**config.mk**
```make
export PLATFORM = sky130hd
export DESIGN_NAME = csr_dec
export DESIGN_NICKNAME = d
export VERILOG_FILES = /design/src/logic/csr_pkg.sv /design/src/logic/csr_dec.sv /design/src/logic/csr_addr_map.sv
export VERILOG_INCLUDE_DIRS = /design/src /design/src/logic
export SDC_FILE = /design/constraint.sdc
export NUM_CORES = 1
export LEC_CHECK = 0
export BUFFER_PORTS_ARGS = -buffer_cell sky130_fd_sc_hd__buf_2
export CORE_MARGIN = 2
export CORE_UTILIZATION = 50
export DETAILED_ROUTE_END_ITERATION = 7
export PLACE_DENSITY = 0.85
export SLEW_MARGIN = 15
export SYNTH_ARGS = -nofsm -noshare
export SYNTH_HDL_FRONTEND = slang
export SYNTH_SLANG_ARGS = --single-unit
```
**constraint.sdc**
```tcl
create_clock -name ref_clk -period 2.4 [get_ports ref_clk]
set_input_delay 0 -clock ref_clk [delete_from_list [all_inputs] [get_ports ref_clk]]
set_output_delay 0 -clock ref_clk [all_outputs]
set_load 0.02 [all_outputs]
```
**src/logic/csr_dec_regs.svh**
```systemverilog
// Opcode encodings, operand layout and machine constants for the decoder
`ifndef CSR_DEC_REGS_SVH
`define CSR_DEC_REGS_SVH
`define CSR_OPC_ADD_RR 8'h04
`define CSR_OPC_POP_EXT 8'hD8
`define CSR_OPC_PUSH_EXT 8'hC8
`define CSR_OPC_RET 8'hAF
`define CSR_ESC_NIBBLE 4'hE
`define CSR_RP_RESET 4'h0
`define CSR_SP_RESET 12'h000
`define CSR_PC_RESET 16'h0000
`define CSR_SP_STEP_ONE 12'h001
`define CSR_SP_STEP_RET 12'h002
`define CSR_PC_STEP 16'h0001
`define CSR_SP_HI_ADDR 12'hFFE
`define CSR_SP_LO_ADDR 12'hFFF
`endif

```
**src/logic/csr_pkg.sv**
```systemverilog
// Types shared by the stack, return and operand decoder
package csr_pkg;
	typedef enum logic [3:0] {
		CSR_FETCH_OP,
		CSR_FETCH_B1,
		CSR_FETCH_B2,
		CSR_FETCH_B3,
		CSR_EXEC_RD1,
		CSR_EXEC_RD2,
		CSR_EXEC_WR,
		CSR_RET_HI,
		CSR_RET_LO,
		CSR_HALT_BAD
	} csr_state_e;
	// Register file access request
	typedef struct packed {
		logic rd;
		logic wr;
		logic [11:0] addr;
		logic [7:0] wdata;
	} csr_rf_req_s;
	// Program memory fetch request
	typedef struct packed {
		logic rd;
		logic [15:0] addr;
	} csr_pm_req_s;
endpackage

```
**src/logic/csr_dec.sv**
```systemverilog
// Decoder and executor for register add, extended pop and push, and return
`include "csr_dec_regs.svh"
module csr_dec #(
	parameter int SP_WIDTH = 12
) (
	input wire logic ref_clk,
	input wire logic rst,
	output csr_pkg::csr_pm_req_s pm_req,
	input wire logic [7:0] pm_rdata,
	output csr_pkg::csr_rf_req_s rf_req,
	input wire logic [7:0] rf_rdata,
	output logic [15:0] program_counter,
	output logic [11:0] stack_pointer,
	output logic [7:0] flags,
	output logic busy,
	output logic illegal
);
	// Stack pointer and register space are fixed at twelve bits
	if (SP_WIDTH != 12) begin : g_bad_width
		$error("csr_dec: SP_WIDTH must be 12");
	end

	csr_pkg::csr_state_e state;
	logic [7:0] opcode;
	logic [7:0] b1;
	logic [7:0] b2;
	logic [7:0] lhs;
	logic [7:0] rhs;
	logic [7:0] ret_hi;
	logic [3:0] reg_page;
	logic [3:0] wr_page;
	logic [11:0] src_addr;
	logic [11:0] dst_addr;
	logic [11:0] ext_addr;
	logic src_esc;
	logic dst_esc;
	logic [7:0] sum;

	// Operand mapping for source and destination
	csr_addr_map u_src_map (
		.operand(b1),
		.reg_page(reg_page),
		.wr_page(wr_page),
		.full_addr(src_addr),
		.escaped(src_esc)
	);
	csr_addr_map u_dst_map (
		.operand(b2),
		.reg_page(reg_page),
		.wr_page(wr_page),
		.full_addr(dst_addr),
		.escaped(dst_esc)
	);

	// Operand count per opcode; unknown codes are refused
	function automatic logic [1:0] op_len(input logic [7:0] opc);
		case (opc)
			`CSR_OPC_ADD_RR: op_len = 2'd2;
			`CSR_OPC_POP_EXT: op_len = 2'd2;
			`CSR_OPC_PUSH_EXT: op_len = 2'd2;
			`CSR_OPC_RET: op_len = 2'd0;
			default: op_len = 2'd3;
		endcase
	endfunction

	// Extended 12-bit address spans bytes b1 and b2 high nibble
	assign ext_addr = {b1, b2[7:4]};
	assign sum = lhs + rhs;
	assign busy = (state != csr_pkg::CSR_FETCH_OP);
	assign illegal = (state == csr_pkg::CSR_HALT_BAD);

	// Fetch and register requests are combinational handshakes
	always_comb begin
		pm_req = '0;
		rf_req = '0;
		case (state)
			csr_pkg::CSR_FETCH_OP, csr_pkg::CSR_FETCH_B1, csr_pkg::CSR_FETCH_B2: begin
				pm_req.rd = 1'b1;
				pm_req.addr = program_counter;
			end
			csr_pkg::CSR_EXEC_RD1: begin
				rf_req.rd = 1'b1;
				if (opcode == `CSR_OPC_ADD_RR) begin
					rf_req.addr = src_addr;
				end else if (opcode == `CSR_OPC_POP_EXT) begin
					rf_req.addr = stack_pointer;
				end else begin
					rf_req.addr = ext_addr;
				end
			end
			csr_pkg::CSR_EXEC_RD2: begin
				rf_req.rd = 1'b1;
				rf_req.addr = dst_addr;
			end
			csr_pkg::CSR_EXEC_WR: begin
				rf_req.wr = 1'b1;
				if (opcode == `CSR_OPC_ADD_RR) begin
					rf_req.addr = dst_addr;
					rf_req.wdata = sum;
				end else if (opcode == `CSR_OPC_POP_EXT) begin
					rf_req.addr = ext_addr;
					rf_req.wdata = lhs;
				end else begin
					rf_req.addr = stack_pointer;
					rf_req.wdata = lhs;
				end
			end
			csr_pkg::CSR_RET_HI: begin
				rf_req.rd = 1'b1;
				rf_req.addr = stack_pointer;
			end
			csr_pkg::CSR_RET_LO: begin
				rf_req.rd = 1'b1;
				rf_req.addr = stack_pointer + `CSR_SP_STEP_ONE;
			end
			default: begin
			end
		endcase
	end

	// Sequencer; register file answers combinationally in the same cycle
	always_ff @(posedge ref_clk) begin
		if (rst) begin
			state <= csr_pkg::CSR_FETCH_OP;
			opcode <= '0;
			b1 <= '0;
			b2 <= '0;
			lhs <= '0;
			rhs <= '0;
			ret_hi <= '0;
			reg_page <= `CSR_RP_RESET;
			wr_page <= `CSR_RP_RESET;
			program_counter <= `CSR_PC_RESET;
			stack_pointer <= `CSR_SP_RESET;
			flags <= '0;
		end else begin
			case (state)
				csr_pkg::CSR_FETCH_OP: begin
					opcode <= pm_rdata;
					program_counter <= program_counter + `CSR_PC_STEP;
					case (op_len(pm_rdata))
						2'd0: state <= csr_pkg::CSR_RET_HI;
						2'd2: state <= csr_pkg::CSR_FETCH_B1;
						default: state <= csr_pkg::CSR_HALT_BAD;
					endcase
				end
				csr_pkg::CSR_FETCH_B1: begin
					b1 <= pm_rdata;
					program_counter <= program_counter + `CSR_PC_STEP;
					state <= csr_pkg::CSR_FETCH_B2;
				end
				csr_pkg::CSR_FETCH_B2: begin
					b2 <= pm_rdata;
					program_counter <= program_counter + `CSR_PC_STEP;
					state <= csr_pkg::CSR_EXEC_RD1;
					if (opcode == `CSR_OPC_PUSH_EXT) begin
						stack_pointer <= stack_pointer - `CSR_SP_STEP_ONE;
					end
				end
				csr_pkg::CSR_EXEC_RD1: begin
					lhs <= rf_rdata;
					if (opcode == `CSR_OPC_ADD_RR) begin
						state <= csr_pkg::CSR_EXEC_RD2;
					end else begin
						state <= csr_pkg::CSR_EXEC_WR;
					end
				end
				csr_pkg::CSR_EXEC_RD2: begin
					rhs <= rf_rdata;
					state <= csr_pkg::CSR_EXEC_WR;
				end
				csr_pkg::CSR_EXEC_WR: begin
					// increment after the load, flags kept
					if (opcode == `CSR_OPC_POP_EXT) begin
						stack_pointer <= stack_pointer + `CSR_SP_STEP_ONE;
					end
					state <= csr_pkg::CSR_FETCH_OP;
				end
				csr_pkg::CSR_RET_HI: begin
					ret_hi <= rf_rdata;
					state <= csr_pkg::CSR_RET_LO;
				end
				csr_pkg::CSR_RET_LO: begin
					program_counter <= {ret_hi, rf_rdata};
					stack_pointer <= stack_pointer + `CSR_SP_STEP_RET;
					state <= csr_pkg::CSR_FETCH_OP;
				end
				csr_pkg::CSR_HALT_BAD: begin
					state <= csr_pkg::CSR_HALT_BAD;
				end
				default: state <= csr_pkg::CSR_FETCH_OP;
			endcase
		end
	end
endmodule

```
**src/logic/csr_addr_map.sv**
```systemverilog
// Maps an 8-bit register operand onto the 12-bit register space
`include "csr_dec_regs.svh"
module csr_addr_map (
	input wire logic [7:0] operand,
	input wire logic [3:0] reg_page,
	input wire logic [3:0] wr_page,
	output logic [11:0] full_addr,
	output logic escaped
);
	// Escaped form picks a working register, else absolute 0 to 255
	// working register select
	assign escaped = (operand[7:4] == `CSR_ESC_NIBBLE);
	assign full_addr = escaped ? {wr_page, 4'h0, operand[3:0]} : {reg_page, operand};
endmodule

```
==> key figures, run 1 <==
Timing
  • Max Freq: around 0.43 GHz
  • Clock skew: around 14 ps
  • Setup violations, final: 0
  • Setup_tns: 0 ps
  • Rel. slew slack: around 43%
  • Fin crit period: around 2300 ps
  • Count of final max-slew check failures: 0
  • RSZ-0062 raised after global routing: true
  • Final Cycle Share: a little over nine tenths
  • Fin. Hold Viols: 0
  • Worst-Margin Slew: 849 ps

Worst setup path
  • CP Launch Type: register
  • Req. time, crit path: around 2400 ps
  • Worst R2R Setup Slack: 300 ps
  • Crit path kind: reg2out
  • Worst setup path start: opcode[4]
  • Crit path max fanout: 5
  • CP delay by family, top: compound AO/OA/AOI/OAI gates
  • Critical-path top delay cell: dfxtp_4
  • CP Buf/Inv Count: 1
  • Delay of the slowest cell on the worst path: around 370 ps
  • Crit-path cells: nor4_4 -> a22oi_1 -> nand2b_4 -> a211o_4 -> o21bai_1 -> a221o_1 -> buf_4
  • Critical Path AT: approximately 2400 ps
  • RR Startpoint: stack_pointer[2]
  • CP Capture Type: output pin

Detailed routing
  • Residual DRC count: 0
  • DR pass1 iterations: 6
  • Vias post-DR: between 5000 and 6000
  • Via density: ~6
  • Initial DRC Count: between 500 and 600
  • Antenna viol nets, final: 0
  • DR WL/cell: 16.8 um
  • Routed WL: between 15000 and 20000 um

Synthesis
  • Fraction of the mapped netlist area in simple logic gates: between 30% and 40%
  • Main synth FF type: dfxtp_1
  • Adder-Cell Fraction of Synth Area: 3.65%
  • Synth Register Bits: 80
  • Ys Warns: 0
  • Cell Area, Synth: about 0.0050 mm^2
  • EDFF count, synth: 0
  • Multiplexer area fraction after synthesis: under 10%
  • Gate Count Post-Synth: ~680
  • Largest family of logic cells by synthesized area: simple AND/OR/NAND/NOR gates
  • Register area share after synthesis: 32.0%
  • XOR/XNOR share of the synthesized area: 2.80%
  • Distinct cells, synth: between 60 and 70
  • Post-synth ARST share: 0%
  • Compound-Gate Fraction of Synth Area: a little over a fifth
  • Mapped Avg Cell Area: roughly 7.4 um^2

Hold path
  • Worst Hold Launch: rst
  • Hold WC Path Type: in2reg

Finish
  • Nets: 814
  • Final instance area: roughly 0.0062 mm^2
  • Share of cells above drive strength 1: a little under a quarter
  • Synth-to-layout area growth: 23.7%
  • Antenna cell count: 0

GRT
  • Overflow after GRT: 0
  • First-pass GRT wire length: ~25000 um
  • Total track usage: between 20% and 30%
  • Largest net degree at the start of global routing: 29
  • Antenna violations before repair: 0
  • Vias in the first global route: 5139

Placed design
  • HPWL Detailed: 10900 um
  • DP Area: 0.00560 mm^2
  • Port buffer count: 86
  • Placer Congestion: 0.959

Floorplan
  • Die X: about 100 um
  • Starting density of the core: roughly half
  • Die H: ~100 um
  • Total core area: 0.00973 mm^2
  • Core Rows: 36
  • # IOs: 95
  • Die footprint: approximately 0.011 mm^2

Clock network
  • CTS Sinks: 80
  • Max clock buf depth: 2
  • H-tree depth: 3
  • Clock root buffer: clkbuf_8
  • TritonCTS buffer count: 9
  • Clk_lat worst skew: ~370 ps
  • CTS tree: built
  • CTS clock-pin slew for the worst setup and hold paths: ~90 ps

Job
  • Max-Cap Viols: 0

Status
  • Status: completed

Power and ir drop
  • Leak pwr: 2.56 nW
  • Largest vdd supply drop: ~0.52 mV
  • PwrDens: between 1000 and 1500 mW/mm^2
-- registers in the layout, indices dropped and copies added, names as in the netlist --
| signal | flops |
|---|---|
| b1 | 8 |
| lhs | 8 |
| state | 4 |
| opcode | 8 |
| program_counter | 16 |
| rhs | 8 |
| b2 | 8 |
| ret_hi | 8 |
| stack_pointer | 12 |
-- power by group --
part | total [W] | internal [W] | switching, W | leakage (nW)
clock | 0.00104 | 0.000512 | 0.000532 | 0.0989
sequential | 0.00209 | 0.00161 | 0.000479 | 0.658
combinational | 0.00308 | 0.00123 | 0.00185 | 1.81
-- worst paths after layout --
check,end,cells past startpoint
max reg2reg,stack_pointer[7],9
min reg2reg,b2[0],2
max,rf_req[16],7
min,opcode[0],2
-- final cells by class --
class	instances	area, um^2
Multi-Input combinational cell	538	3260
Clock buffer	10	138
Clock inverter	6	67.6
Sequential cell	80	1630
Tap cell	133	166
Inverter	15	56.3
Timing Repair Buffer	138	868
Fill cell	806	3540
-- cell usage in the layout (no fill, tap or decap), types with 6 or more instances in the layout --
master,instances
dfxtp_1,63
inv_1,15
nor3b_1,6
and2_1,19
a211oi_1,7
buf_4,39
conb_1,8
and3_1,11
nor3_1,13
or3_1,7
buf_2,83
a21oi_1,73
nand2b_1,7
dfxtp_2,13
dlygate4sd3_1,16
nor2_1,52
nand3_1,26
o21ai_0,21
nand2_1,132
a221o_1,11
mux2i_1,11
a22oi_1,7
xnor2_1,7
ha_1,7
a31oi_1,11
clkbuf_8,10
xor2_1,9
-- Yosys cell counts, drive strengths merged, types with 6 or more instances --
cell,number,share of area [%]
and4,7,1.2
inv,15,1.1
buf,24,2.9
xnor2,7,1.2
and2,20,2.5
a22oi,7,1.0
or3,8,1.0
clkbuf,29,2.2
a221o,11,2.2
dfxtp,80,32
ha,13,3.3
a211oi,7,1.0
nor2b,7,0.87
nand2b,8,1.1
and3,11,1.4
nand2,134,10
nand3,26,2.6
nor3,15,1.7
a21oi,75,7.5
nor3b,6,0.90
o21ai,26,2.6
a31oi,11,1.4
xor2,9,1.6
nor2,52,3.9
mux2i,11,2.2
-- layer usage --
| layer | routed length [um] | track usage [%] | vias up |
|---|---|---|---|
| li1 | - | - | 2612 |
| met1 | 6370 | 35.6 | 2558 |
| met2 | 7020 | 44.2 | 348 |
| met3 | 1470 | 4.95 | 69 |
| met4 | 577 | 13.5 | 0 |
| met5 | 0 | 0 | - |
-- kinds of logic (layout without fill, tap and decap cells) --
group	after synthesis	count (layout)
AO/OA/AOI/OAI	172	173
XOR/XNOR	16	16
adder cells (fa/ha/maj)	14	14
buffers and inverters	68	169
flip-flops	80	80
multiplexers	12	12
other	1	8
AND/OR/NAND/NOR	315	315
-- through the flow --
stage | power [W] | setup slack [ps] | std cells | hold WS [ps] | utilization (%)
floorplan | 0.00408 | 329 | 685 | 136 | -
global placement | 0.00483 | 355 | 880 | 284 | 57.5
detailed placement | 0.00495 | 210 | 880 | 292 | 57.5
CTS | 0.00602 | -7.14 | 912 | 91.8 | 61.7
global route | 0.00657 | -42.2 | 920 | 133 | 63.6
finish | 0.00621 | 54.6 | 920 | 95.9 | 63.6
-- what timing repair did --
item | 4_1_cts | 5_1_grt
hold buffers | 16 | 0
setup endpoints to repair | 15 | 15
cloned | 0 | 1
buffers inserted | 0 | 7
resized for setup | 13 | 40
endpoints found under the hold margin | 56 | 0
pin swaps | 0 | 9
-- worst register-to-register path, delay by kind of cell, from the launching register on --
| kind | cells | cell delay, ps |
|---|---|---|
| buf+inv | 2 | 280 |
| compound gates | 1 | 200 |
| simple gates | 4 | 780 |
| flops | 1 | 390 |
| fa+ha+maj | 1 | 200 |
| xor+xnor | 1 | 140 |
No activity file was read; power rests on OpenSTA's default activity.
==> run 2: changes to the inputs <==
==> constraint.sdc (replaced) <==
create_clock -name ref_clk -period 2.95 [get_ports ref_clk]
set_input_delay 0 -clock ref_clk [delete_from_list [all_inputs] [get_ports ref_clk]]
set_output_delay 0 -clock ref_clk [all_outputs]
set_load 0.02 [all_outputs]
==> run 2 against run 1 <==
Effect of this change:
- the run now ends with DRC left
- cell count decreased by 2.5%
- count of clock-buffer cells in the layout unchanged
- clock skew about the same
- critical path type unchanged
- largest power group unchanged
==> key figures, run 2 (synthesis results as in run 1) <==
Detailed routing
  • Antenna viol nets, final: 0 (unchanged)
  • Initial DRC Count: 497 (-15%)
  • M1 WL: 6340 um (-0.44%)
  • Top layer in use: met4
  • Residual DRC count: 1 (+1)
  • Routed WL: 14700 um (-5.0%)
  • Met3 wire length: 1250 um (-15%)
  • DR pass1 iterations: 8 (+2)
  • Vias post-DR: 5381 (-3.7%)
  • DR WL/cell: 16.4 um (-2.6%)
  • Via density: 6.00 (-1.2%)
  • Met2 Routed Length: 6750 um (-3.8%)

Placed design
  • Setup WS pre-CTS: 650 ps (+439 ps)
  • Placer Congestion: 0.965 (+0.72%)
  • Port buffer count: 86 (unchanged)
  • HPWL Detailed: 10300 um (-5.2%)

Worst setup path
  • CP Capture Type: output pin
  • Critical-path top delay cell: dfxtp_1
  • Critical Path AT: 2740 ps (+390 ps)
  • Crit path max fanout: 14 (+9)
  • CP Buf/Inv Count: 1 (unchanged)
  • CP Launch Type: register
  • Delay of the slowest cell on the worst path: 680 ps (+310 ps)
  • Crit-path cells: nor2b_1 -> and3_1 -> a211o_1 -> o21bai_1 -> a221o_1 -> buf_2
  • CP delay by family, top: simple AND/OR/NAND/NOR gates
  • Req. time, crit path: 2950 ps (+550 ps)
  • Worst R2R Setup Slack: 640 ps (+340 ps)
  • Crit path kind: reg2out

Floorplan
  • Starting density of the core: 51.4% (unchanged)
  • # IOs: 95 (unchanged)
  • Total core area: 0.00973 mm^2 (unchanged)
  • Die H: 104 um (unchanged)
  • Core Rows: 36 (unchanged)
  • Die X: 104 um (unchanged)
  • Die footprint: 0.0108 mm^2 (unchanged)

Power and ir drop
  • Seq pwr share: 35.3% (+1.7 points)
  • Net Switching: 0.00226 W (-21%)
  • Clock share of power: 17.3% (+0.5 points)
  • Largest vdd supply drop: 0.607 mV (+16%)
  • P_int: 0.00260 W (-22%)
  • Power share of the combinational group: 47.4% (-2.2 points)
  • Leak pwr: 2.44 nW (-5.0%)
  • PwrDens: 831 mW/mm^2 (-17%)
  • Switching Share: 46.4% (+0.46 points)

Clock network
  • Max clock buf depth: 2 (unchanged)
  • TritonCTS buffer count: 9 (unchanged)
  • CTS Sinks: 80 (unchanged)
  • H-tree depth: 3 (unchanged)
  • CTS tree: built
  • Clk_lat worst skew: 360 ps (about the same)
  • Clock root buffer: clkbuf_8
  • CTS clock-pin slew for the worst setup and hold paths: 90 ps (about the same)

Finish
  • Nets: 791 (-2.8%)
  • Synth-to-layout area growth: 16.9%
  • Antenna cell count: 0 (unchanged)
  • Biggest register: program_counter
  • Commonest non-fill, non-tap cell in the layout: nand2_1
  • Share of cells above drive strength 1: 16.4% (-7.0 points)
  • Biggest regs: program_counter: 16 flops, stack_pointer: 12 flops
  • Max FFs per register: 16 (unchanged)
  • Most frequent cells in the layout: 132 x nand2_1, 86 x buf_2, 80 x dfxtp_1

GRT
  • First-pass GRT wire length: 23600 um (-4.8%)
  • Overflow after GRT: 0 (unchanged)
  • Vias in the first global route: 4857 (-5.5%)
  • Largest net degree at the start of global routing: 49 (+69%)
  • Total track usage: 26.1% (-1.5 points)
  • Antenna violations before repair: 0 (unchanged)

Job
  • Max-Cap Viols: 0 (unchanged)

Status
  • Status: complete, but fails checks
  • Failing checks: DRC

Timing
  • Count of final max-slew check failures: 0 (unchanged)
  • Fin crit period: about 2700 ps
  • Max Freq: about 0.37 GHz
  • Setup_tns: 0 ps (unchanged)
  • Fin. Hold Viols: 0 (unchanged)
  • Final worst slack: 213 ps (+158 ps)
  • Clock skew: 14.5 ps (+0.460 ps)
  • Worst-Margin Slew: 890 ps (+42.0 ps)
  • Rel. slew slack: 40.2% (-2.8 points)
  • Final Cycle Share: 92.8%
  • Setup violations, final: 0 (unchanged)
  • RSZ-0062 raised after global routing: false

Hold path
  • Hold WC Path Type: in2reg
==> run 2: cell count changes in the layout (fill, tap and decap cells not counted), sizes merged <==
cell	before	now
buf	122	100
clkinv	2	4
a211o	3	2
clkinvlp	2	1
inv	16	15
==> run 2: area by class of cell <==
type	instances	area, um^2
multi-input combinational	537	3130
inverter	15	56.3
clock inverter	6	68.8
tap	133	166
sequential	80	1600
clock buffer	10	138
fill	858	3880
timing repair buffer	116	696
==> run 2: worst reg2reg max path: stages (launching register included) <==
cell	delay, ps
dfxtp_1	790
nand2_1	120
nand2_1	100
buf_4	220
inv_1	80
buf_4	200
nor2_1	370
a21oi_1	70
nand2b_1	170
a21oi_1	140
==> run 2: per-layer routing <==
layer  track usage, %  vias up
met1             35.3     2482
met4             11.6        0
met2             40.9      294
met5                0        -
li1                 -     2561
met3             4.26       44
==> run 2: path summary, 6_finish.rpt <==
check	start	to	depth (start not counted)
worst max-delay path	state[2]	rf_req[16]	6
worst min-delay path	rst	program_counter[6]	2
worst max register to register	state[1]	program_counter[5]	9
worst min register to register	rhs[0]	rhs[0]	2
==> run 2: repair_timing <==
action                     4_1_cts  5_1_grt
hold endpoints to repair        53        0
hold buffers                    16        0
setup endpoints to repair        0        0
setup buffers                    0        0
gates resized for setup          0        0
==> run 2: through the flow <==
stage	instance area (um^2)	hold WS, ps	utilization [%]	power [W]	std cells
finish	5850	251	60.1	0.00486	897
global route	5850	274	60.1	0.00516	897
CTS	5850	245	60.1	0.00481	897
detailed placement	5490	297	56.4	0.00396	865
global placement	5490	289	56.4	0.00389	865
floorplan	5030	136	-	0.00332	685
==> run 2: power by group through the flow <==
stage | clock (W) | sequential [W] | combinational [W]
floorplan | 0 | 0.00160 | 0.00172
global placement | 0 | 0.00170 | 0.00219
detailed placement | 0 | 0.00172 | 0.00224
CTS | 0.000850 | 0.00170 | 0.00226
global route | 0.000892 | 0.00175 | 0.00252
finish | 0.000841 | 0.00172 | 0.00231
==> run 3: changes to the inputs <==
==> constraint.sdc (replaced) <==
create_clock -name ref_clk -period 2.95 [get_ports ref_clk]
set_input_delay 0 -clock ref_clk [delete_from_list [all_inputs] [get_ports ref_clk]]
set_output_delay 0 -clock ref_clk [all_outputs]
set_load 0.01 [all_outputs]
==> run 3 against run 2 <==
Effect of this change:
- the flow now finishes without violations
- utilization decreased by 0.24 points
- setup slack got worse by 3.8 ps
- sequential cell count unchanged
- critical path type unchanged
- largest cell class unchanged
==> key figures, run 3 (synthesis results as in run 1) <==
Status
  • Status: completed

Detailed routing
  • Antenna viol nets, final: 0 (unchanged)
  • Routed WL: 14800 um (+0.88%)
  • Initial DRC Count: 576 (+16%)
  • Vias post-DR: 5424 (+0.80%)
  • Via density: 6.05 (+0.91%)
  • Residual DRC count: 0 (-1)
  • DR WL/cell: 16.5 um (+0.99%)
  • DR pass1 iterations: 6 (-2)

Timing
  • Setup_tns: 0 ps (unchanged)
  • Fin. Hold Viols: 0 (unchanged)
  • Final hold slack: 48.4 ps (-202 ps)
  • RSZ-0062 raised after global routing: false
  • Final Cycle Share: 92.9% (+0.13 points)
  • Worst-Margin Slew: 916 ps (+25.2 ps)
  • Count of final max-slew check failures: 0 (unchanged)
  • Rel. slew slack: 38.5% (-1.7 points)
  • Final worst slack: 209 ps (-3.80 ps)
  • Max Freq: 0.365 GHz (-0.14%)
  • Clock skew: 13.7 ps (-0.759 ps)
  • Setup violations, final: 0 (unchanged)
  • Fin crit period: 2740 ps (+3.80 ps)

Finish
  • Commonest non-fill, non-tap cell in the layout: nand2_1
  • Finished Layout Cells: 896 (-0.11%)
  • Fin util: 59.9% (-0.24 points)
  • Antenna cell count: 0 (unchanged)
  • Nets: 790 (-0.13%)
  • Fill cell count: 871 (+1.5%)
  • Synth-to-layout area growth: 16.5%
  • Most frequent cells in the layout: 132 x nand2_1, 86 x buf_2, 80 x dfxtp_1
  • Biggest register: program_counter
  • Biggest regs: program_counter: 16 flops, stack_pointer: 12 flops
  • Max FFs per register: 16 (unchanged)
  • Share of cells above drive strength 1: 16.3% (-0.11 points)

Floorplan
  • Die footprint: 0.0108 mm^2 (unchanged)
  • Core Rows: 36 (unchanged)
  • Starting density of the core: 51.4% (unchanged)
  • # IOs: 95 (unchanged)
  • Die X: 104 um (unchanged)
  • Total core area: 0.00973 mm^2 (unchanged)
  • Die H: 104 um (unchanged)

Placed design
  • Dpl cells: 864 (-0.12%)
  • Port buffer count: 86 (unchanged)
  • HPWL Detailed: 10200 um (-0.94%)
  • Placer Congestion: 0.971 (+0.60%)
  • Setup WS pre-CTS: 642 ps (-7.68 ps)

Clock network
  • CTS tree: built
  • H-tree depth: 3 (unchanged)
  • Clock root buffer: clkbuf_8
  • CTS Sinks: 80 (unchanged)
  • Postcts setup bufs: 0 (unchanged)
  • Clk_lat worst skew: 360 ps (about the same)
  • Max clock buf depth: 2 (unchanged)
  • CTS clock-pin slew for the worst setup and hold paths: 90 ps (about the same)
  • TritonCTS buffer count: 9 (unchanged)

GRT
  • Largest net degree at the start of global routing: 43 (-12%)
  • Overflow after GRT: 0 (unchanged)
  • Antenna violations before repair: 0 (unchanged)
  • First-pass GRT wire length: 24100 um (+2.3%)
  • Total track usage: 26.6% (+0.56 points)
  • Vias in the first global route: 4819 (-0.78%)

Worst setup path
  • FF-to-FF path depth: 6 (-3)
  • Req. time, crit path: 2950 ps (about the same)
  • Worst R2R Setup Slack: 580 ps (-60 ps)
  • CP Capture Type: output pin
  • Critical Path AT: 2740 ps (about the same)
  • Crit path kind: reg2out
  • Crit path max fanout: 14 (unchanged)
  • CP Launch Type: register

Job
  • Max-Cap Viols: 0 (unchanged)

Hold path
  • Hold path depth: 2 (unchanged)
  • Hold WC Path Type: in2reg

Power and ir drop
  • Leak pwr: 2.43 nW (-0.47%)
  • PwrDens: 797 mW/mm^2 (-4.0%)
  • Largest vdd supply drop: 0.386 mV (-36%)
run 3: cell types whose count changed in the layout (fill, tap and decap cells not counted):
cell,delta
buf_4,-1
bufinv_16,-1
inv_6,+1
clkinv_4,-1
clkbuf_8,+1
run 3: worst max-delay path, cell delays in order, from the launching register on:
cell,delay [ps]
dfxtp_1,680
nor2b_1,420
and3_1,470
a211o_1,370
o21bai_1,180
a221o_1,150
buf_2,120
run 3: per-layer routing:
metal	vias to the layer above	track usage, %	routed length, um	part of all wire, %
met1	2547	36.5	6190	42
met4	0	8.98	289	2.0
met2	281	42.4	7040	48
met5	-	0	0	0
met3	38	4.57	1280	8.7
li1	2558	-	-	-
run 3: final timing paths:
kind	startpoint	end
worst max register to register	state[1]	program_counter[2]
worst min register to register	b2[1]	b2[1]
worst max-delay path	state[2]	rf_req[16]
worst min-delay path	rst	opcode[1]
run 3: cell type report:
class / instances / area, um^2 / share of cell area (%)
timing repair buffer: 115 / 688 / 11.8
sequential: 80 / 1600 / 27.5
inverter: 15 / 56.3 / 0.966
clock inverter: 5 / 38.8 / 0.666
clock buffer: 11 / 151 / 2.60
tap: 133 / 166 / 2.86
multi-input combinational: 537 / 3130 / 53.6
run 3: repair_timing:
action                                  4_1_cts  5_1_grt
hold endpoints to repair                     53        0
gates resized for setup                       0        0
hold buffers                                 16        0
endpoints found under the setup margin        0        0
run 3: per-stage QoR:
step                      area, um^2  power (W)
after floorplan                 5030    0.00318
after global placement          5480    0.00374
after detailed placement        5480    0.00381
after CTS                       5830    0.00460
after global routing            5830    0.00499
final                           5830    0.00465
run 3: report_power, final:
part | internal, W | switching, W
Sequential | 0.00129 | 0.000416
Combinational | 0.000896 | 0.00126
Clock | 0.000356 | 0.000426
